$ cat src/logic/adcctl_pkg.sv
// constants, register map and types shared by the converter control block
// assumes a single 100 MHz clock; all slower rates are enable pulses
package adcctl_pkg;

	// ***************************************************
	// clock and timing
	// ***************************************************
	localparam int unsigned CLK_PERIOD_NS      = 10;
	localparam int unsigned ONE_KHZ_PERIOD_NS  = 1000000;
	localparam int unsigned ONE_KHZ_CYCLES     =
		ONE_KHZ_PERIOD_NS / CLK_PERIOD_NS;
	localparam int unsigned LOCAL_ASYNC_DIV    = 4;
	localparam int unsigned CONV_TICKS         = 20;
	localparam int unsigned RESULT_W           = 10;
	localparam int unsigned EXT_PINS           = 16;

	// ***************************************************
	// register byte offsets
	// ***************************************************
	localparam logic [7:0] OFF_STATUS_CTRL_ONE = 8'h00;
	localparam logic [7:0] OFF_CONFIG          = 8'h04;
	localparam logic [7:0] OFF_PIN_EN_ONE      = 8'h08;
	localparam logic [7:0] OFF_PIN_EN_TWO      = 8'h0c;
	localparam logic [7:0] OFF_WAKEUP_CTRL     = 8'h10;
	localparam logic [7:0] OFF_RESULT          = 8'h14;
	localparam logic [7:0] OFF_STATE           = 8'h18;

	// ***************************************************
	// field positions and reset values
	// ***************************************************
	localparam int unsigned SC_DONE_BIT        = 7;
	localparam int unsigned SC_CONT_BIT        = 5;
	localparam int unsigned CFG_HWTRIG_BIT     = 2;
	localparam int unsigned CFG_DIV_LSB        = 5;
	localparam int unsigned WK_SRC_BIT         = 3;
	localparam logic [4:0] CHAN_RESET          = 5'h1f;
	localparam logic [1:0] CLKSRC_RESET        = 2'h0;
	localparam logic [1:0] DIV_RESET           = 2'h0;
	localparam logic [2:0] WK_PERIOD_RESET     = 3'h0;

	// ***************************************************
	// channel select codes
	// ***************************************************
	localparam logic [4:0] CH_EXT_LAST         = 5'h0f;
	localparam logic [4:0] CH_UNIMP_FIRST      = 5'h10;
	localparam logic [4:0] CH_UNIMP_LAST       = 5'h15;
	localparam logic [4:0] CH_RSV_FIRST        = 5'h16;
	localparam logic [4:0] CH_RSV_LAST         = 5'h19;
	localparam logic [4:0] CH_TEMP             = 5'h1a;
	localparam logic [4:0] CH_BANDGAP          = 5'h1b;
	localparam logic [4:0] CH_RSV_HIGH         = 5'h1c;
	localparam logic [4:0] CH_VREFH            = 5'h1d;
	localparam logic [4:0] CH_VREFL            = 5'h1e;
	localparam logic [4:0] CH_OFF              = 5'h1f;

	typedef enum logic [1:0] {
		ADCCTL_SRC_BUS,
		ADCCTL_SRC_BUS_HALF,
		ADCCTL_SRC_ALT,
		ADCCTL_SRC_LOCAL
	} adcctl_clk_src_t;

endpackage

$ cat src/logic/adcctl_wakeup.sv
// periodic wakeup counter producing the hardware conversion trigger
// assumes tick inputs are one-cycle enables in the clk_in domain
module adcctl_wakeup (
	input  wire logic       clk_in,
	input  wire logic       reset_in,
	input  wire logic       tick_1khz_in,
	input  wire logic       tick_ext_in,
	input  wire logic       src_ext_in,
	input  wire logic [2:0] period_sel_in,
	input  wire logic       stop_in,
	output logic            trigger_out
);

	// ***************************************************
	// counter
	// ***************************************************
	logic [15:0] count_r;
	logic        level_r;
	logic        level_d_r;
	logic        tick;
	logic        wrap;

	// the external reference stops in partial-power stop; 1 kHz keeps going
	assign tick = src_ext_in ? (tick_ext_in & ~stop_in) : tick_1khz_in;
	// select 0 holds the counter off; others give 2^(2*sel+2) ticks
	assign wrap = (count_r ==
		16'((32'h1 << (2 * period_sel_in + 2)) - 1));

	always_ff @(posedge clk_in or posedge reset_in) begin
		if (reset_in) begin
			count_r <= 16'h0000;
		end else if (period_sel_in == 3'h0) begin
			count_r <= 16'h0000;
		end else if (tick) begin
			count_r <= wrap ? 16'h0000 : count_r + 16'h0001;
		end
	end

	// ***************************************************
	// output level and rising-edge trigger
	// ***************************************************
	always_ff @(posedge clk_in or posedge reset_in) begin
		if (reset_in) begin
			level_r <= 1'b0;
		end else if (period_sel_in == 3'h0) begin
			level_r <= 1'b0;
		end else if (tick && wrap) begin
			level_r <= ~level_r;
		end
	end

	// only the rising edge fires: first overflow, then every second
	always_ff @(posedge clk_in or posedge reset_in) begin
		if (reset_in) begin
			level_d_r   <= 1'b0;
			trigger_out <= 1'b0;
		end else begin
			level_d_r   <= level_r;
			trigger_out <= level_r & ~level_d_r;
		end
	end

endmodule

$ cat src/logic/adcctl_top.sv
// converter control: channel routing, conversion clock, trigger, apb regs
// assumes all pins synchronous to clk_in; analog core outside this block
// ***************************************************
// how it works
// ***************************************************
module adcctl_top #(
	parameter int unsigned ONE_KHZ_CYCLES = adcctl_pkg::ONE_KHZ_CYCLES,
	parameter int unsigned CONV_TICKS     = adcctl_pkg::CONV_TICKS,
	parameter int unsigned RESULT_W       = adcctl_pkg::RESULT_W
) (
	input  wire logic                clk_in,
	input  wire logic                reset_in,
	input  wire logic                psel_in,
	input  wire logic                penable_in,
	input  wire logic                pwrite_in,
	input  wire logic [7:0]          paddr_in,
	input  wire logic [31:0]         pwdata_in,
	output logic      [31:0]         prdata_out,
	output logic                     pready_out,
	output logic                     pslverr_out,
	input  wire logic                ext_ref_clock_in,
	input  wire logic                wait_mode_in,
	input  wire logic                partial_power_stop_in,
	input  wire logic [RESULT_W-1:0] analog_result_in,
	output logic      [15:0]         pin_analog_en_out,
	output logic      [15:0]         ext_sel_out,
	output logic                     vrefl_sel_out,
	output logic                     vrefh_sel_out,
	output logic                     temp_sel_out,
	output logic                     bandgap_sel_out,
	output logic                     conv_power_out,
	output logic                     conv_busy_out,
	output logic                     conv_done_out
);

	// ***************************************************
	// declarations
	// ***************************************************
	typedef enum logic [1:0] {
		ADCCTL_OFF,
		ADCCTL_IDLE,
		ADCCTL_CONV
	} adcctl_state_t;

	adcctl_state_t              state_r;
	logic [4:0]                 chan_r;
	logic                       cont_r;
	logic                       done_r;
	logic                       hwtrig_en_r;
	logic [1:0]                 clk_src_r;
	logic [1:0]                 div_r;
	logic [7:0]                 pin_en_one_r;
	logic [7:0]                 pin_en_two_r;
	logic [2:0]                 wk_period_r;
	logic                       wk_src_ext_r;
	logic [RESULT_W-1:0]        result_r;
	logic                       ext_d_r;
	logic                       half_r;
	logic [1:0]                 local_cnt_r;
	logic [16:0]                khz_cnt_r;
	logic [2:0]                 div_cnt_r;
	logic [7:0]                 tick_cnt_r;
	logic                       trig_pend_r;
	logic                       ext_tick;
	logic                       khz_tick;
	logic                       src_tick;
	logic                       conv_tick;
	logic                       hw_trigger;
	logic                       wr_acc;
	logic                       sc_write;
	logic                       addr_ok;
	logic                       last_tick;

	// ***************************************************
	// channel decode and divide mask helpers
	// ***************************************************
	function automatic logic in_range(input logic [4:0] c,
		input logic [4:0] lo, input logic [4:0] hi);
		in_range = (c >= lo) && (c <= hi);
	endfunction

	function automatic logic [2:0] div_mask(input logic [1:0] d);
		div_mask = 3'(({1'b0, 3'h7} >> (2'd3 - d)));
	endfunction

	// ***************************************************
	// apb slave
	// ***************************************************
	assign wr_acc   = psel_in & penable_in & pready_out & pwrite_in;
	assign sc_write = wr_acc && (paddr_in == adcctl_pkg::OFF_STATUS_CTRL_ONE);

	always_comb begin
		unique case (paddr_in)
			adcctl_pkg::OFF_STATUS_CTRL_ONE,
			adcctl_pkg::OFF_CONFIG,
			adcctl_pkg::OFF_PIN_EN_ONE,
			adcctl_pkg::OFF_PIN_EN_TWO,
			adcctl_pkg::OFF_WAKEUP_CTRL,
			adcctl_pkg::OFF_RESULT,
			adcctl_pkg::OFF_STATE: addr_ok = 1'b1;
			default: addr_ok = 1'b0;
		endcase
	end

	// no wait state: answer in the first access cycle, read data latched
	always_ff @(posedge clk_in or posedge reset_in) begin
		if (reset_in) begin
			pready_out  <= 1'b0;
			pslverr_out <= 1'b0;
			prdata_out  <= 32'h0000_0000;
		end else begin
			pready_out  <= psel_in & ~penable_in;
			pslverr_out <= psel_in & ~penable_in & ~addr_ok;
			if (psel_in && !penable_in && !pwrite_in) begin
				unique case (paddr_in)
					adcctl_pkg::OFF_STATUS_CTRL_ONE:
						prdata_out <= {24'h000000, done_r, 1'b0, cont_r,
							chan_r};
					adcctl_pkg::OFF_CONFIG:
						prdata_out <= {25'h0000000, div_r, 2'h0,
							hwtrig_en_r, clk_src_r};
					adcctl_pkg::OFF_PIN_EN_ONE:
						prdata_out <= {24'h000000, pin_en_one_r};
					adcctl_pkg::OFF_PIN_EN_TWO:
						prdata_out <= {24'h000000, pin_en_two_r};
					adcctl_pkg::OFF_WAKEUP_CTRL:
						prdata_out <= {28'h0000000, wk_src_ext_r,
							wk_period_r};
					adcctl_pkg::OFF_RESULT:
						prdata_out <= 32'(result_r);
					adcctl_pkg::OFF_STATE:
						prdata_out <= {28'h0000000, trig_pend_r,
							conv_power_out, 2'(state_r)};
					default:
						prdata_out <= 32'h0000_0000;
				endcase
			end else begin
				prdata_out <= 32'h0000_0000;
			end
		end
	end

	// ***************************************************
	// control registers
	// ***************************************************
	always_ff @(posedge clk_in or posedge reset_in) begin
		if (reset_in) begin
			chan_r <= adcctl_pkg::CHAN_RESET;
			cont_r <= 1'b0;
		end else if (sc_write) begin
			chan_r <= pwdata_in[4:0];
			cont_r <= pwdata_in[adcctl_pkg::SC_CONT_BIT];
		end
	end

	always_ff @(posedge clk_in or posedge reset_in) begin
		if (reset_in) begin
			hwtrig_en_r <= 1'b0;
			clk_src_r   <= adcctl_pkg::CLKSRC_RESET;
			div_r       <= adcctl_pkg::DIV_RESET;
		end else if (wr_acc && paddr_in == adcctl_pkg::OFF_CONFIG) begin
			hwtrig_en_r <= pwdata_in[adcctl_pkg::CFG_HWTRIG_BIT];
			clk_src_r   <= pwdata_in[1:0];
			div_r       <= pwdata_in[adcctl_pkg::CFG_DIV_LSB +: 2];
		end
	end

	// two pin enable registers, eight pins each
	always_ff @(posedge clk_in or posedge reset_in) begin
		if (reset_in) begin
			pin_en_one_r <= 8'h00;
			pin_en_two_r <= 8'h00;
		end else if (wr_acc) begin
			if (paddr_in == adcctl_pkg::OFF_PIN_EN_ONE)
				pin_en_one_r <= pwdata_in[7:0];
			if (paddr_in == adcctl_pkg::OFF_PIN_EN_TWO)
				pin_en_two_r <= pwdata_in[7:0];
		end
	end

	always_ff @(posedge clk_in or posedge reset_in) begin
		if (reset_in) begin
			wk_period_r  <= adcctl_pkg::WK_PERIOD_RESET;
			wk_src_ext_r <= 1'b0;
		end else if (wr_acc &&
			paddr_in == adcctl_pkg::OFF_WAKEUP_CTRL) begin
			wk_period_r  <= pwdata_in[2:0];
			wk_src_ext_r <= pwdata_in[adcctl_pkg::WK_SRC_BIT];
		end
	end

	// ***************************************************
	// clock enables
	// ***************************************************
	// the reference pin is sampled, so it must be well below clk_in / 2
	always_ff @(posedge clk_in or posedge reset_in) begin
		if (reset_in) begin
			ext_d_r     <= 1'b0;
			half_r      <= 1'b0;
			local_cnt_r <= 2'h0;
		end else begin
			ext_d_r     <= ext_ref_clock_in;
			half_r      <= ~half_r;
			local_cnt_r <= local_cnt_r + 2'h1;
		end
	end

	assign ext_tick = ext_ref_clock_in & ~ext_d_r;

	always_ff @(posedge clk_in or posedge reset_in) begin
		if (reset_in) begin
			khz_cnt_r <= 17'h00000;
		end else if (khz_cnt_r == 17'(ONE_KHZ_CYCLES - 1)) begin
			khz_cnt_r <= 17'h00000;
		end else begin
			khz_cnt_r <= khz_cnt_r + 17'h00001;
		end
	end

	assign khz_tick = (khz_cnt_r == 17'(ONE_KHZ_CYCLES - 1));

	// wait mode gates nothing: the alternate clock runs on in wait
	always_comb begin
		unique case (adcctl_pkg::adcctl_clk_src_t'(clk_src_r))
			adcctl_pkg::ADCCTL_SRC_BUS:      src_tick = 1'b1;
			adcctl_pkg::ADCCTL_SRC_BUS_HALF: src_tick = half_r;
			adcctl_pkg::ADCCTL_SRC_ALT:
				src_tick = ext_tick & ~partial_power_stop_in;
			adcctl_pkg::ADCCTL_SRC_LOCAL:
				src_tick = (local_cnt_r ==
					2'(adcctl_pkg::LOCAL_ASYNC_DIV - 1));
		endcase
	end

	always_ff @(posedge clk_in or posedge reset_in) begin
		if (reset_in) begin
			div_cnt_r <= 3'h0;
		end else if (src_tick) begin
			div_cnt_r <= (div_cnt_r & div_mask(div_r)) == div_mask(div_r)
				? 3'h0 : div_cnt_r + 3'h1;
		end
	end

	assign conv_tick = src_tick &&
		((div_cnt_r & div_mask(div_r)) == div_mask(div_r));

	// ***************************************************
	// hardware trigger
	// ***************************************************
	adcctl_wakeup u_wakeup (
		.clk_in        (clk_in),
		.reset_in      (reset_in),
		.tick_1khz_in  (khz_tick),
		.tick_ext_in   (ext_tick),
		.src_ext_in    (wk_src_ext_r),
		.period_sel_in (wk_period_r),
		.stop_in       (partial_power_stop_in),
		.trigger_out   (hw_trigger)
	);

	// a trigger waits for the conversion clock; set wins over consume
	always_ff @(posedge clk_in or posedge reset_in) begin
		if (reset_in) begin
			trig_pend_r <= 1'b0;
		end else if (hw_trigger && hwtrig_en_r) begin
			trig_pend_r <= 1'b1;
		end else if (conv_tick || sc_write || !hwtrig_en_r) begin
			trig_pend_r <= 1'b0;
		end
	end

	// ***************************************************
	// conversion sequencer
	// ***************************************************
	assign last_tick = conv_tick && (tick_cnt_r == 8'(CONV_TICKS - 1));

	always_ff @(posedge clk_in or posedge reset_in) begin
		if (reset_in) begin
			state_r    <= ADCCTL_OFF;
			tick_cnt_r <= 8'h00;
		end else if (sc_write) begin
			tick_cnt_r <= 8'h00;
			if (pwdata_in[4:0] == adcctl_pkg::CH_OFF)
				state_r <= ADCCTL_OFF;
			else if (hwtrig_en_r)
				state_r <= ADCCTL_IDLE;
			else
				state_r <= ADCCTL_CONV;
		end else begin
			unique case (state_r)
				ADCCTL_OFF: begin
					tick_cnt_r <= 8'h00;
				end
				ADCCTL_IDLE: begin
					tick_cnt_r <= 8'h00;
					if (trig_pend_r && conv_tick)
						state_r <= ADCCTL_CONV;
				end
				ADCCTL_CONV: begin
					if (last_tick) begin
						tick_cnt_r <= 8'h00;
						if (!cont_r)
							state_r <= ADCCTL_IDLE;
					end else if (conv_tick) begin
						tick_cnt_r <= tick_cnt_r + 8'h01;
					end
				end
			endcase
		end
	end

	// unimplemented codes sit on the low reference, so they read as zero
	always_ff @(posedge clk_in or posedge reset_in) begin
		if (reset_in) begin
			result_r <= '0;
		end else if (state_r == ADCCTL_CONV && last_tick && !sc_write) begin
			if (in_range(chan_r, adcctl_pkg::CH_UNIMP_FIRST,
				adcctl_pkg::CH_UNIMP_LAST))
				result_r <= '0;
			else
				result_r <= analog_result_in;
		end
	end

	// a clearing write wins over completion in the same cycle
	always_ff @(posedge clk_in or posedge reset_in) begin
		if (reset_in) begin
			done_r <= 1'b0;
		end else if (state_r == ADCCTL_CONV && last_tick && !sc_write) begin
			done_r <= 1'b1;
		end else if (sc_write) begin
			done_r <= 1'b0;
		end
	end

	// ***************************************************
	// analog routing outputs
	// ***************************************************
	// only 20 inputs are wired; reserved codes select nothing
	always_ff @(posedge clk_in or posedge reset_in) begin
		if (reset_in) begin
			ext_sel_out     <= 16'h0000;
			vrefl_sel_out   <= 1'b0;
			vrefh_sel_out   <= 1'b0;
			temp_sel_out    <= 1'b0;
			bandgap_sel_out <= 1'b0;
			conv_power_out  <= 1'b0;
		end else begin
			ext_sel_out     <= (chan_r <= adcctl_pkg::CH_EXT_LAST)
				? 16'(16'h0001 << chan_r[3:0]) : 16'h0000;
			vrefl_sel_out   <= in_range(chan_r, adcctl_pkg::CH_UNIMP_FIRST,
				adcctl_pkg::CH_UNIMP_LAST) ||
				chan_r == adcctl_pkg::CH_VREFL;
			vrefh_sel_out   <= chan_r == adcctl_pkg::CH_VREFH;
			temp_sel_out    <= chan_r == adcctl_pkg::CH_TEMP;
			// bandgap buffer is enabled by software elsewhere first
			bandgap_sel_out <= chan_r == adcctl_pkg::CH_BANDGAP;
			conv_power_out  <= chan_r != adcctl_pkg::CH_OFF;
		end
	end

	always_ff @(posedge clk_in or posedge reset_in) begin
		if (reset_in) begin
			pin_analog_en_out <= 16'h0000;
			conv_busy_out     <= 1'b0;
			conv_done_out     <= 1'b0;
		end else begin
			pin_analog_en_out <= {pin_en_two_r, pin_en_one_r};
			conv_busy_out     <= state_r == ADCCTL_CONV;
			conv_done_out     <= done_r;
		end
	end

endmodule

$ cat config.mk
export PLATFORM = sky130hd
export DESIGN_NAME = adcctl_top
export DESIGN_NICKNAME = d
export VERILOG_FILES = /design/src/logic/adcctl_pkg.sv /design/src/logic/adcctl_wakeup.sv /design/src/logic/adcctl_top.sv
export SDC_FILE = /design/constraint.sdc
export NUM_CORES = 1
export LEC_CHECK = 0
export BUFFER_PORTS_ARGS = -buffer_cell sky130_fd_sc_hd__buf_4
export CAP_MARGIN = 40
export CELL_PAD_IN_SITES_DETAIL_PLACEMENT = 0
export CELL_PAD_IN_SITES_GLOBAL_PLACEMENT = 1
export CORE_MARGIN = 8
export CORE_UTILIZATION = 45
export CTS_BUF_LIST = sky130_fd_sc_hd__clkbuf_4
export DETAILED_ROUTE_END_ITERATION = 10
export PLACE_DENSITY_LB_ADDON = 0.1
export SLEW_MARGIN = 40
export SYNTH_ARGS = -nofsm -noshare
export SYNTH_HDL_FRONTEND = slang
export SYNTH_SLANG_ARGS = --single-unit
export TNS_END_PERCENT = 30
$ cat constraint.sdc
create_clock -name clk_in -period 5.5 [get_ports clk_in]
set_input_delay 0.825 -clock clk_in [delete_from_list [all_inputs] [get_ports clk_in]]
set_output_delay 0.825 -clock clk_in [all_outputs]
set_load 0.02 [all_outputs]
# Word level (Yosys, flattened, before mapping)
# Cells that the tools add are included.
op_classes:
  addsub: 8
  n_mul: 0
  n_div: 0
  n_lt_le_gt_ge: 3
  eq_ne: 26
  shift: 3
  n_mux: 29
  bitwise_logic: 16
  reduce_logical: 34
op_table:
  columns: ["operator", "count"]
  rows:
  - ["one-hot mux 10 bit (7 select lines)", 1]
  - ["two-way mux 16 bit", 4]
  - ["equality test 8 x 5 -> 1 bit, second input constant", 4]
  - ["two-way mux 32 bit", 1]
  - ["<< shifter 1 x 32 -> 16 bit, first input constant", 1]
  - ["equality test 5 bit, second input constant", 5]
  - ["two-way mux 8 bit", 3]
  - ["adder 17 x 1 -> 17 bit, second input constant", 1]
  - ["equality test 17 bit, second input constant", 1]
  - ["two-way mux 17 bit", 1]
  - ["adder 16 x 1 -> 16 bit, second input constant", 1]
  - ["equality test 16 bit", 1]
  - ["equality test 8 x 4 -> 1 bit, second input constant", 2]
  - ["one-hot mux 8 bit (2 select lines)", 1]
  - ["<< shifter 1 x 4 -> 16 bit, first input constant", 1]
  - ["subtractor 16 x 1 -> 16 bit, second input constant", 1]
  - ["logical AND 1 bit", 13]
  - ["two-way mux 2 bit", 6]
  - ["two-way mux 10 bit", 1]
  - ["inequality test 3 bit, second input constant", 3]
  - ["adder 8 x 1 -> 8 bit, second input constant", 1]
  - ["AND 1 bit", 8]
  - ["equality test 2 bit, second input constant", 4]
  - ["equality test 8 x 3 -> 1 bit, second input constant", 1]
  - ["29 further kinds", 53]
word_totals:
  ff_bits: 169
  latchBits: 0
  ram_bits: 0
  mem_bits_ro: 0
  input_bits: 58
  out_inout_bits: 73
  elab_cells: 154
  mem_count: 0

# Depth between registers and ports, before layout
# Gate-level depths: netlist (run 1).
logic_depth:
  word_depth: 9
  mapped_depth: 13
  mapped_depth_nobuf: 9

# Hierarchy
# Synthesis (run 1) repeated with hierarchy kept, for this count alone.
hier_totals:
  cells_unflattened: 650
  hier_area_um2: 6970.4
by_module_without_submodules:
  columns: ["mod", "instances", "cells_per_inst", "area_each_um2"]
  rows:
  - ["adcctl_top", 1, 490, 5589.1]
  - ["adcctl_wakeup", 1, 160, 1381.3]

# Least setup slack after synthesis (run 1)
# Ideal clock, no wire load.
synth_timing:
  path_kind: "register to register"
  startpoint: "reg wk_period_r[2]"
  endpoint: "reg u_wakeup.count_r[11]"
  setup_time_ps: 141
  arrival_ps: 2586
  setup_slack_ps: 2773
  stages_incl_launch_ff: 12
  n_path_buf: 2
  synth_period_minus_slack_ps: 2727
  path_cell_list: "dfrtp_1 buf_4 nor3_4 inv_1 ha_1 buf_2 or3_1 a31oi_1 o221ai_1 a211o_1 o21ai_0 o21ai_0"
synth_between:
  elab_chain_len: 7
  elab_cells_between_ends: 9
  classes_between: "2 x add/sub; 1 x eq/ne; 1 x shift; 3 x mux; 2 x reduce/logical"
synth_lines:
  columns: ["item", "line_no", "rtl"]
  rows:
  - ["start: declaration", "adcctl_top.sv:54", "logic [2:0] wk_period_r;"]
  - ["start signal: assignment", "adcctl_top.sv:183", "wk_period_r <= adcctl_pkg::WK_PERIOD_RESET;"]
  - ["start signal: assignment", "adcctl_top.sv:187", "wk_period_r <= pwdata_in[2:0];"]
  - ["adder 4 x 2 -> 5 bit", "adcctl_wakeup.sv:27", "16'((32'h1 << (2 * period_sel_in + 2)) - 1));"]
  - ["<< shifter 1 x 32 -> 16 bit", "adcctl_wakeup.sv:27", null]
  - ["subtractor 16 x 1 -> 16 bit", "adcctl_wakeup.sv:27", null]
  - ["equality test 16 bit", "adcctl_wakeup.sv:26", "assign wrap = (count_r =="]
  - ["two-way mux 16 bit", "adcctl_wakeup.sv:35", "count_r <= wrap ? 16'h0000 : count_r + 16'h0001;"]
  - ["two-way mux 16 bit", "adcctl_wakeup.sv:34", "end else if (tick) begin"]
  - ["two-way mux 16 bit", "adcctl_wakeup.sv:32", "end else if (period_sel_in == 3'h0) begin"]
  - ["end signal: assignment", "adcctl_wakeup.sv:35", null]
  - ["end: declaration", "adcctl_wakeup.sv:17", "logic [15:0] count_r;"]
# Parallel ways exist; a longest one is shown, timed or not. The select of a mux whose other input is x is not followed.
# A chain may end at the register's enable or synchronous reset.

# Worst setup path after layout (run 1)
layout_timing:
  startpoint: "reg wk_period_r[1]"
  endpoint: "reg u_wakeup.count_r[1]"
# The elaborated chain is that of the path after synthesis.

==> flow_summary.yaml, run 1 <==
cts:
  clk_pin_slew_worst_paths_ns: 0.12
  h-tree-depth: 4
  clock_sinks: 147
  cts_buffers: 17
  cts_tree: "built"
  postCtsResizedCells: 0
  root_buffer: "clkbuf_4"
  hold_buffers: 0
  cts_buffer_depth: 2
  cts_setup_buffers: 0
  clkLatencyLatePin_ns: 0.52
global_routing:
  overflow: 0
  use_met1_pct: 23.5
  busiest_layer: "met2"
  grt_max_degree: 59
  grt_usage_pct: 17.3
  use_met2_pct: 26.8
  use_met3_pct: 4.54
  grt_pass1_vias: 5021
  antenna_found_initial: 1
  grt_first_pass_wirelength_um: 26900
timing:
  finalSetupViolCount: 0
  period_share_pct: 71.3
  drv_slew: 0
  setup_ws_ns: 1.58
  max_freq_mhz: 255
  clock_skew_ns: 0.0235
  grt_setup_unrepaired: "no"
  relSlewSlack_pct: 47.9
  hold_viol: 0
  holdWs_ns: 0.283
  fin_tns_setup_ns: 0
  fin_crit_ns: 3.92
  worst_slew_pin_slew_ns: 0.776
die:
  initial_core_util_pct: 45.5
  fp.dieW_um: 139
  fp-row-count: 45
  die_y_um: 139
  core_um2: 15000
  io_pins: 131
  dieArea_um2: 19300
drt:
  wl_per_cell_um: 17.4
  antenna_left: 0
  vias: 5038
  drc: 0
  first_pass_iters: 7
  drt_wl_total_um: 16000
  viasPerCell: 5.49
  drt_iter0_markers: 289
yosys:
  ys_async_sr_fraction_pct: 100
  syn_inst: 636
  yosysWarnings: 0
  synth_commonest_cells: "dfrtp_1, nand2_1, nor2_1"
  synth_ff_type: "dfrtp_1"
  synth_seq_area_share_pct: 54.1
  ys_seq_elements: 147
  synth_area_leaders: "dfrtp_1, mux2_2, nand2_1"
  synth-edff-count: 0
  synth_top_area_cell: "dfrtp_1"
  syn_area_per_cell_um2: 10.7
  ys_types: 64
  syn_area_um2: 6820
  synth_most_common_cell: "dfrtp_1"
  synth_top_area_share_pct: 52.1
worst_setup_path:
  worst_r2r_endpoint: "u_wakeup.count_r[1]$_DFFE_PP0P_"
  crit_path_start: "wk_period_r[1]$_DFFE_PP0P_"
  cp-endpoint: "u_wakeup.count_r[1]$_DFFE_PP0P_"
  critPathMaxFanout: 21
  crit_path_start_kind: "flip-flop"
  arrival_ns: 4.29
  end_kind: "flip-flop"
  worstPathRequired_ns: 5.87
  path_class: "reg2reg"
  r2r_slack_ns: 1.58
  reg2reg_depth: 9
  reg2reg_from: "wk_period_r[1]$_DFFE_PP0P_"
placement:
  io_buffers: 83
  dp_hpwl_um: 11700
  place_ws_ns: 1.64
  place_congestion: 0.814
  postPlaceCellArea_um2: 7520
pwr:
  p_leak_nw: 3.63
  power.share.clock_pct: 37.6
  comb_power_share_pct: 4.5
  switching_power_mw: 0.432
  p_seq_share_pct: 58.0
  swShare_pct: 23.0
  ir_worst_vdd_mv: 0.159
  p_int_mw: 1.44
  powerDensity_nw_per_um2: 240
finish:
  final_layout_size_suffix_gt1_share_pct: 22.9
  synthToLayoutAreaGrowth_pct: 14.7
  fin_nets: 779
  nFillCells: 1382
  stdcell_area_um2: 7820
  register_area_um2: 3680
  multi_input_area_um2: 2890
  utilization_pct: 52.2
hold_path:
  hold_path.class: "in2async"
status:
  status: "complete, no violations"
flow_run:
  drv_cap: 0
[flip-flops by register name (all words and copies together) (netlist names), 3 cells and up]
name,cells
wk_period_r,3
prdata_out,10
pin_analog_en_out,16
chan_r,5
u_wakeup.count_r,16
pin_en_two_r,8
pin_en_one_r,8
ext_sel_out,16
tick_cnt_r,8
result_r,10
khz_cnt_r,17
div_cnt_r,3
[critical path: stages, from the launching register on]
cell	delay [ns]
dfrtp_1	0.65
nor3_4	0.73
inv_1	0.19
ha_1	0.45
xnor2_1	0.23
o31ai_1	0.09
or3_1	0.40
a211o_1	0.35
o21ai_0	0.49
o22ai_1	0.18
[per-stage QoR]
| stage | instances | total power, mW |
|---|---|---|
| global placement | 882 | 1.19 |
| CTS | 916 | 1.90 |
| finish | 918 | 1.87 |
| global route | 918 | 1.96 |
| floorplan | 657 | 1.16 |
| detailed placement | 884 | 1.19 |
[cells in the final DEF, fill, tap and decap left out, types with 3 or more instances in the layout]
| master | count |
|---|---|
| a21oi_1 | 22 |
| a222oi_1 | 3 |
| a22oi_1 | 15 |
| a31oi_1 | 10 |
| and3_1 | 13 |
| and4_1 | 5 |
| buf_4 | 85 |
| bufinv_16 | 3 |
| clkbuf_4 | 21 |
| clkinv_2 | 3 |
| clkinv_4 | 3 |
| conb_1 | 23 |
| dfrtp_1 | 142 |
| dfstp_2 | 5 |
| ha_1 | 6 |
| inv_1 | 9 |
| mux2_2 | 31 |
| mux2i_1 | 5 |
| nand2_1 | 62 |
| nand2b_1 | 11 |
| nand3_1 | 20 |
| nand3b_1 | 8 |
| nand4_1 | 14 |
| nor2_1 | 46 |
| nor2b_1 | 7 |
| nor3_1 | 22 |
| nor3b_1 | 5 |
| nor4_1 | 7 |
| nor4bb_1 | 3 |
| o21ai_0 | 26 |
| o22ai_1 | 3 |
| or3_1 | 10 |
| or4_1 | 3 |
| xnor2_1 | 14 |
| xor2_1 | 18 |
[how the worst min path moves through the flow]
stage / startpoint / endpoint / slack (ns) / cells past startpoint
global placement: pin_en_two_r[0]$_DFFE_PP0P_ / pin_analog_en_out[8]$_DFF_PP0_ / 0.38 / 0
global route: reset_in / ext_sel_out[3]$_DFF_PP0_ / 0.23 / 2
CTS: reset_in / ext_sel_out[3]$_DFF_PP0_ / 0.24 / 2
finish: reset_in / ext_sel_out[3]$_DFF_PP0_ / 0.28 / 2
floorplan: pin_en_two_r[3]$_DFFE_PP0P_ / pin_analog_en_out[11]$_DFF_PP0_ / 0.37 / 0
detailed placement: pin_en_one_r[0]$_DFFE_PP0P_ / pin_analog_en_out[0]$_DFF_PP0_ / 0.38 / 0
[routing by layer]
| metal | share of wire, % | up-vias |
|---|---|---|
| li1 | - | 2414 |
| met1 | 48 | 2505 |
| met2 | 47 | 105 |
| met3 | 4.3 | 14 |
| met4 | 0.89 | 0 |
| met5 | 0 | - |
[power by group through the flow]
stage / clock network [mW] / registers, mW / logic, mW
3_3_place_gp: 0 / 1.11 / 0.0811
4_1_cts: 0.730 / 1.09 / 0.0852
5_1_grt: 0.776 / 1.09 / 0.0930
3_5_place_dp: 0 / 1.11 / 0.0850
6_report: 0.704 / 1.09 / 0.0838
2_1_floorplan: 0 / 1.11 / 0.0551
[final cells by class]
class | instances | share of cell area [%]
multi-input cells | 453 | 36.9
inverters | 10 | 0.544
clock inverters | 11 | 1.78
diodes | 2 | 0.0640
repair buffers | 86 | 8.51
flip-flops and latches | 147 | 47.1
well taps | 188 | 3.01
clock buffers | 21 | 2.02
[cell families after synthesis]
group,count (synthesis),share of synthesized area (%)
AND/OR/NAND/NOR,254,20.0
adder cells (fa/ha/maj),6,1.10
multiplexers,36,5.86
XOR/XNOR,32,4.11
flip-flops,147,54.1
other,2,0.110
AO/OA/AOI/OAI,102,9.95
buffers and inverters,57,4.83
No activity file was read; power rests on OpenSTA's default activity.
==> run 2, diff against run 1 <==
CORE_UTILIZATION = 40   (was 45)
clock period = 3.3 ns   (was 5.5 ns; I/O delays follow)
==> run 2 against run 1 <==
Sequential power rose by 66%. Worst setup slack worse by 1.2 ns. Hold slack got worse by 0.090 ns. Global-route usage is 1.6 points lower. Clock skew decreased by 0.013 ns. Highest routed layer unchanged. Via count increased by 1.1%. Register-to-register slack worse by 1.2 ns. Largest power group unchanged. Power grew 64%. Final cell count increased by 5.1%. First-iteration DRC count grew 3.1%. Critical path depth grew 1.
==> flow_summary.yaml, run 2 (synthesis results as in run 1) <==
pwr:
  p_leak_nw: 3.69
  finalPower_mw: 3.07
  ir_worst_vdd_mv: 0.257
  powerDensity_nw_per_um2: 384
timing:
  clock_skew_ns: 0.0106
  period_share_pct: 87.4
  fin_crit_ns: 2.88
  setup_ws_ns: 0.416
  worst_slew_pin_slew_ns: 0.729
  relSlewSlack_pct: 51.2
  hold_viol: 0
  grt_setup_unrepaired: "no"
  drv_slew: 0
  finalSetupViolCount: 0
  fin_tns_setup_ns: 0
  max_freq_mhz: 347
global_routing:
  grt_first_pass_wirelength_um: 27200
  grt_pass1_vias: 5149
  grt_usage_pct: 15.6
  overflow: 0
  antenna_found_initial: 1
  grt_max_degree: 43
die:
  fp-row-count: 47
  initial_core_util_pct: 41.0
  core_um2: 16600
  io_pins: 131
  dieArea_um2: 21500
  die_y_um: 147
  fp.dieW_um: 147
placement:
  postPlaceCellArea_um2: 7650
  dp_hpwl_um: 12100
  place_congestion: 0.820
  place_ws_ns: 0.446
  io_buffers: 83
finish:
  nFillCells: 1602
  final_cell_mix: "dfrtp_1, buf_4, nand2_1"
  register_area_um2: 3680
  synthToLayoutAreaGrowth_pct: 17.1
  final_layout_size_suffix_gt1_share_pct: 24.5
  layout_commonest_cell: "dfrtp_1"
  largest_reg_flops: 17
  regMostFlops: "khz_cnt_r"
  fin_nets: 795
  stdcell_area_um2: 7980
  multi_input_area_um2: 2890
cts:
  h-tree-depth: 4
  cts_setup_buffers: 0
  postCtsResizedCells: 0
  clk_pin_slew_worst_paths_ns: 0.14
  cts_buffer_depth: 2
  cts_buffers: 17
  clock_sinks: 147
  root_buffer: "clkbuf_4"
  cts_tree: "built"
  clkLatencyLatePin_ns: 0.53
worst_setup_path:
  cp_cell_sequence: "nor3_4 -> inv_1 -> ha_1 -> buf_4 -> nand4b_1 -> a31oi_1 -> a2111oi_0 -> a211o_1 -> o21ai_0 -> o21ai_0"
  critical_path.top_delay_family: "compound AO/OA/AOI/OAI gates"
  critPathBufInv: 2
  end_kind: "flip-flop"
  arrival_ns: 3.27
  path_class: "reg2reg"
  crit_path_start_kind: "flip-flop"
  crit_path_max_incr_delay_ns: 0.49
  crit_top_cell: "o21ai_0"
  worstPathRequired_ns: 3.69
  critPathMaxFanout: 13
  slowest_stage: "o21ai_0"
drt:
  drt_iter0_markers: 298
  vias: 5094
  antenna_left: 0
  viasPerCell: 5.28
  drt_wl_total_um: 16500
  wl_per_cell_um: 17.1
  first_pass_iters: 5
  drc: 0
status:
  status: "complete, no violations"
flow_run:
  drv_cap: 0
hold_path:
  hold_path.class: "in2reg"
-- run 2: changes by cell type in the layout (fill, tap and decap cells not counted) --
cell           before  now
clkinv_4            3    1
clkinvlp_4          0    4
o21ai_1             0    1
clkinv_2            3    2
buf_12              0    2
inv_6               1    5
inv_8               0    3
bufinv_16           3    1
clkbuf_4           21   17
dlygate4sd3_1       0    2
o21ai_2             1    0
clkinv_1            2    0
diode_2             2    1
buf_4              85   97
-- run 2: cell type report --
type / instances / area share (%)
antenna: 1 / 0.0314
clock buffer: 17 / 1.60
clock inverter: 15 / 1.87
inverter: 10 / 0.517
multi-input combinational: 453 / 36.1
sequential: 147 / 46.2
tap: 220 / 3.45
timing repair buffer: 102 / 10.2
-- run 2: final timing paths --
check                                                  start                                to  slack (ns)  cells after the start
worst max-delay path              wk_period_r[1]$_DFFE_PP0P_  u_wakeup.count_r[15]$_DFFE_PP0P_        0.42                     10
worst min-delay path                     analog_result_in[7]           result_r[7]$_DFFE_PP0P_        0.19                      3
worst max register to register    wk_period_r[1]$_DFFE_PP0P_  u_wakeup.count_r[15]$_DFFE_PP0P_        0.42                     10
worst min register to register  u_wakeup.level_d_r$_DFF_PP0_    u_wakeup.trigger_out$_DFF_PP0_        0.40                      1
max in group asynchronous                           reset_in           result_r[8]$_DFFE_PP0P_        1.98                      5
min in group asynchronous                           reset_in                 ext_d_r$_DFF_PP0_        0.53                      3
-- run 2: power breakdown --
group          leakage, nW  total, mW  internal, mW  switching [mW]
Clock                0.146       1.11         0.398           0.709
Combinational         1.55      0.150        0.0510          0.0990
Sequential            2.00       1.81          1.81         0.00379
-- run 2: per-layer routing --
layer / up-vias / routed length, µm / part of all wire (%) / GRT usage (%)
li1: 2426 / - / - / -
met1: 2522 / 7920 / 48 / 21.3
met2: 138 / 7690 / 46 / 24.2
met3: 8 / 795 / 4.8 / 4.08
met4: 0 / 135 / 0.82 / 4.17
met5: - / 0 / 0 / 0
-- run 2: worst min-delay path, cell delays in order --
cell,delay (ns)
buf_4,0.11
nand2_1,0.04
o21ai_0,0.06
-- run 2: through the flow --
stage / std cells / util (%) / hold slack, ns
finish: 965 / 48.0 / 0.193
global route: 965 / 48.0 / 0.125
CTS: 961 / 47.7 / 0.0103
detailed placement: 929 / 46.0 / 0.390
global placement: 929 / 46.0 / 0.379
floorplan: 657 / - / 0.369
-- run 2: what timing repair did --
| action | CTS | global route |
|---|---|---|
| hold buffers | 0 | 2 |
| endpoints found under the setup margin | 0 | 0 |
| endpoints found under the hold margin | 0 | 12 |
==> run 3, diff against run 2 <==
CELL_PAD_IN_SITES_DETAIL_PLACEMENT = unset   (was 0)
CELL_PAD_IN_SITES_GLOBAL_PLACEMENT = unset   (was 1)
CORE_UTILIZATION = 52   (was 40)
MAX_ROUTING_LAYER = met4   (was unset)
PLACE_DENSITY = 0.79   (was unset)
PLACE_DENSITY_LB_ADDON = unset   (was 0.1)
==> run 3 against run 2 <==
Hold slack lost 0.18 ns. Routed wire length shrank 7.7%. Worst setup slack lost 0.050 ns. Global-route usage grew 3.3 points.
==> flow_summary.yaml, run 3 (synthesis results as in run 1) <==
placement:
  io_buffers: 83
  postPlaceCellArea_um2: 7560
  dp_hpwl_um: 11100
  place_congestion: 0.916
timing:
  finalSetupViolCount: 0
  drv_slew: 0
  hold_viol: 0
  grt_setup_unrepaired: "no"
  clock_skew_ns: 0.0186
  worst_slew_pin_slew_ns: 0.704
  fin_tns_setup_ns: 0
  fin_crit_ns: 2.93
  relSlewSlack_pct: 52.9
  max_freq_mhz: 341
  period_share_pct: 88.9
finish:
  largest_reg_flops: 17
  fin_nets: 789
  multi_input_area_um2: 2890
  regMostFlops: "khz_cnt_r"
  synthToLayoutAreaGrowth_pct: 14.7
  nFillCells: 1097
  stdcell_area_um2: 7820
  register_area_um2: 3680
  layout_commonest_cell: "dfrtp_1"
  final_cell_mix: "dfrtp_1, buf_4, nand2_1"
  final_layout_size_suffix_gt1_share_pct: 23.6
global_routing:
  grt_max_degree: 90
  grt_first_pass_wirelength_um: 24700
  grt_usage_pct: 19.0
  grt_pass1_vias: 5054
  antenna_found_initial: 1
  overflow: 0
worst_setup_path:
  worstPathRequired_ns: 3.71
  crit_top_cell: "o21ai_0"
  critPathMaxFanout: 14
  path_class: "reg2reg"
  slowest_stage: "o21ai_0"
  crit_path_start: "wk_period_r[1]$_DFFE_PP0P_"
  arrival_ns: 3.35
  cp_cell_sequence: "nor3_4 -> inv_1 -> ha_1 -> or3_1 -> a31oi_1 -> o221ai_1 -> a211o_1 -> o21ai_0 -> o21ai_0"
  crit_path_max_incr_delay_ns: 0.47
  reg2reg_depth: 9
  reg2reg_from: "wk_period_r[1]$_DFFE_PP0P_"
  end_kind: "flip-flop"
  crit_path_start_kind: "flip-flop"
cts:
  root_buffer: "clkbuf_4"
  clkLatencyLatePin_ns: 0.55
  clk_pin_slew_worst_paths_ns: 0.12
  cts_tree: "built"
  h-tree-depth: 4
  postCtsResizedCells: 0
  cts_setup_buffers: 0
  cts_buffers: 17
  clock_sinks: 147
  hold_buffers: 0
  cts_buffer_depth: 2
drt:
  first_pass_iters: 5
  wl_per_cell_um: 16.7
  drt_wl_total_um: 15300
  vias: 5232
  antenna_left: 0
  viasPerCell: 5.72
  drt_iter0_markers: 536
  drc: 0
die:
  fp-row-count: 42
  initial_core_util_pct: 52.3
  dieArea_um2: 17000
  core_um2: 13000
  die_y_um: 130
  fp.dieW_um: 130
  io_pins: 131
hold_path:
  hold_path.class: "in2async"
flow_run:
  drv_cap: 0
pwr:
  p_leak_nw: 3.64
  ir_worst_vdd_mv: 0.334
  powerDensity_nw_per_um2: 379
status:
  status: "complete, no violations"
[run 3: cell count changes in the layout (fill, tap and decap cells not counted)]
cell	delta
buf_16	-1
inv_6	-2
clkinv_1	+4
clkbuf_4	+2
inv_8	-3
clkinv_2	-1
buf_12	-1
dlygate4sd3_1	-2
buf_4	-2
clkinv_4	+2
clkinvlp_4	-2
[run 3: layer usage]
| metal | global-route usage (%) | wire, µm |
|---|---|---|
| met1 | 23.0 | 6480 |
| met4 | 6.48 | 307 |
| met2 | 29.9 | 7230 |
| met5 | - | 0 |
| met3 | 5.56 | 1250 |
[run 3: metrics by stage]
step	power (mW)	worst slack [ns]	util, %	std cells	hold slack, ns
2_1_floorplan	1.94	0.573	-	657	0.369
3_3_place_gp	1.98	0.491	58.0	882	0.377
3_5_place_dp	1.98	0.405	58.0	882	0.388
4_1_cts	2.99	0.392	59.9	914	0.00958
5_1_grt	3.09	0.159	60.0	915	0.0129
6_report	2.96	0.366	60.0	915	0.0129
[run 3: cell type report]
cell class                      count  share of cell area, %
Antenna cell                        1                 0.0320
Clock buffer                       19                   1.82
Clock inverter                     13                   1.41
Inverter                           10                  0.528
Multi-Input combinational cell    453                   36.9
Sequential cell                   147                   47.1
Tap cell                          176                   2.82
Timing Repair Buffer               96                   9.38
[run 3: path summary, 6_finish.rpt]
check / slack [ns] / endpoint
worst max-delay path: 0.37 / u_wakeup.count_r[11]$_DFFE_PP0P_
worst min-delay path: 0.01 / khz_cnt_r[7]$_DFF_PP0_
worst max register to register: 0.37 / u_wakeup.count_r[11]$_DFFE_PP0P_
worst min register to register: 0.42 / pin_analog_en_out[5]$_DFF_PP0_
max in group asynchronous: 2.22 / bandgap_sel_out$_DFF_PP0_
min in group clk_in: 0.07 / ext_d_r$_DFF_PP0_
[run 3: report_power, final]
| group | total (mW) | switching, mW | internal, mW | leakage [nW] |
|---|---|---|---|---|
| clock network | 1.01 | 0.625 | 0.389 | 0.138 |
| logic | 0.139 | 0.0952 | 0.0433 | 1.50 |
| registers | 1.81 | 0.00381 | 1.81 | 2.00 |
[run 3: worst max-delay path, delay by kind of cell, from the launching register on]
kind,cells,cell delay [ns]
DFF,1,0.43
buffers and inverters,1,0.11
adders and majority gates,1,0.36
AOI/OAI and AO/OA,5,1.32
and+or+nand+nor,2,0.58
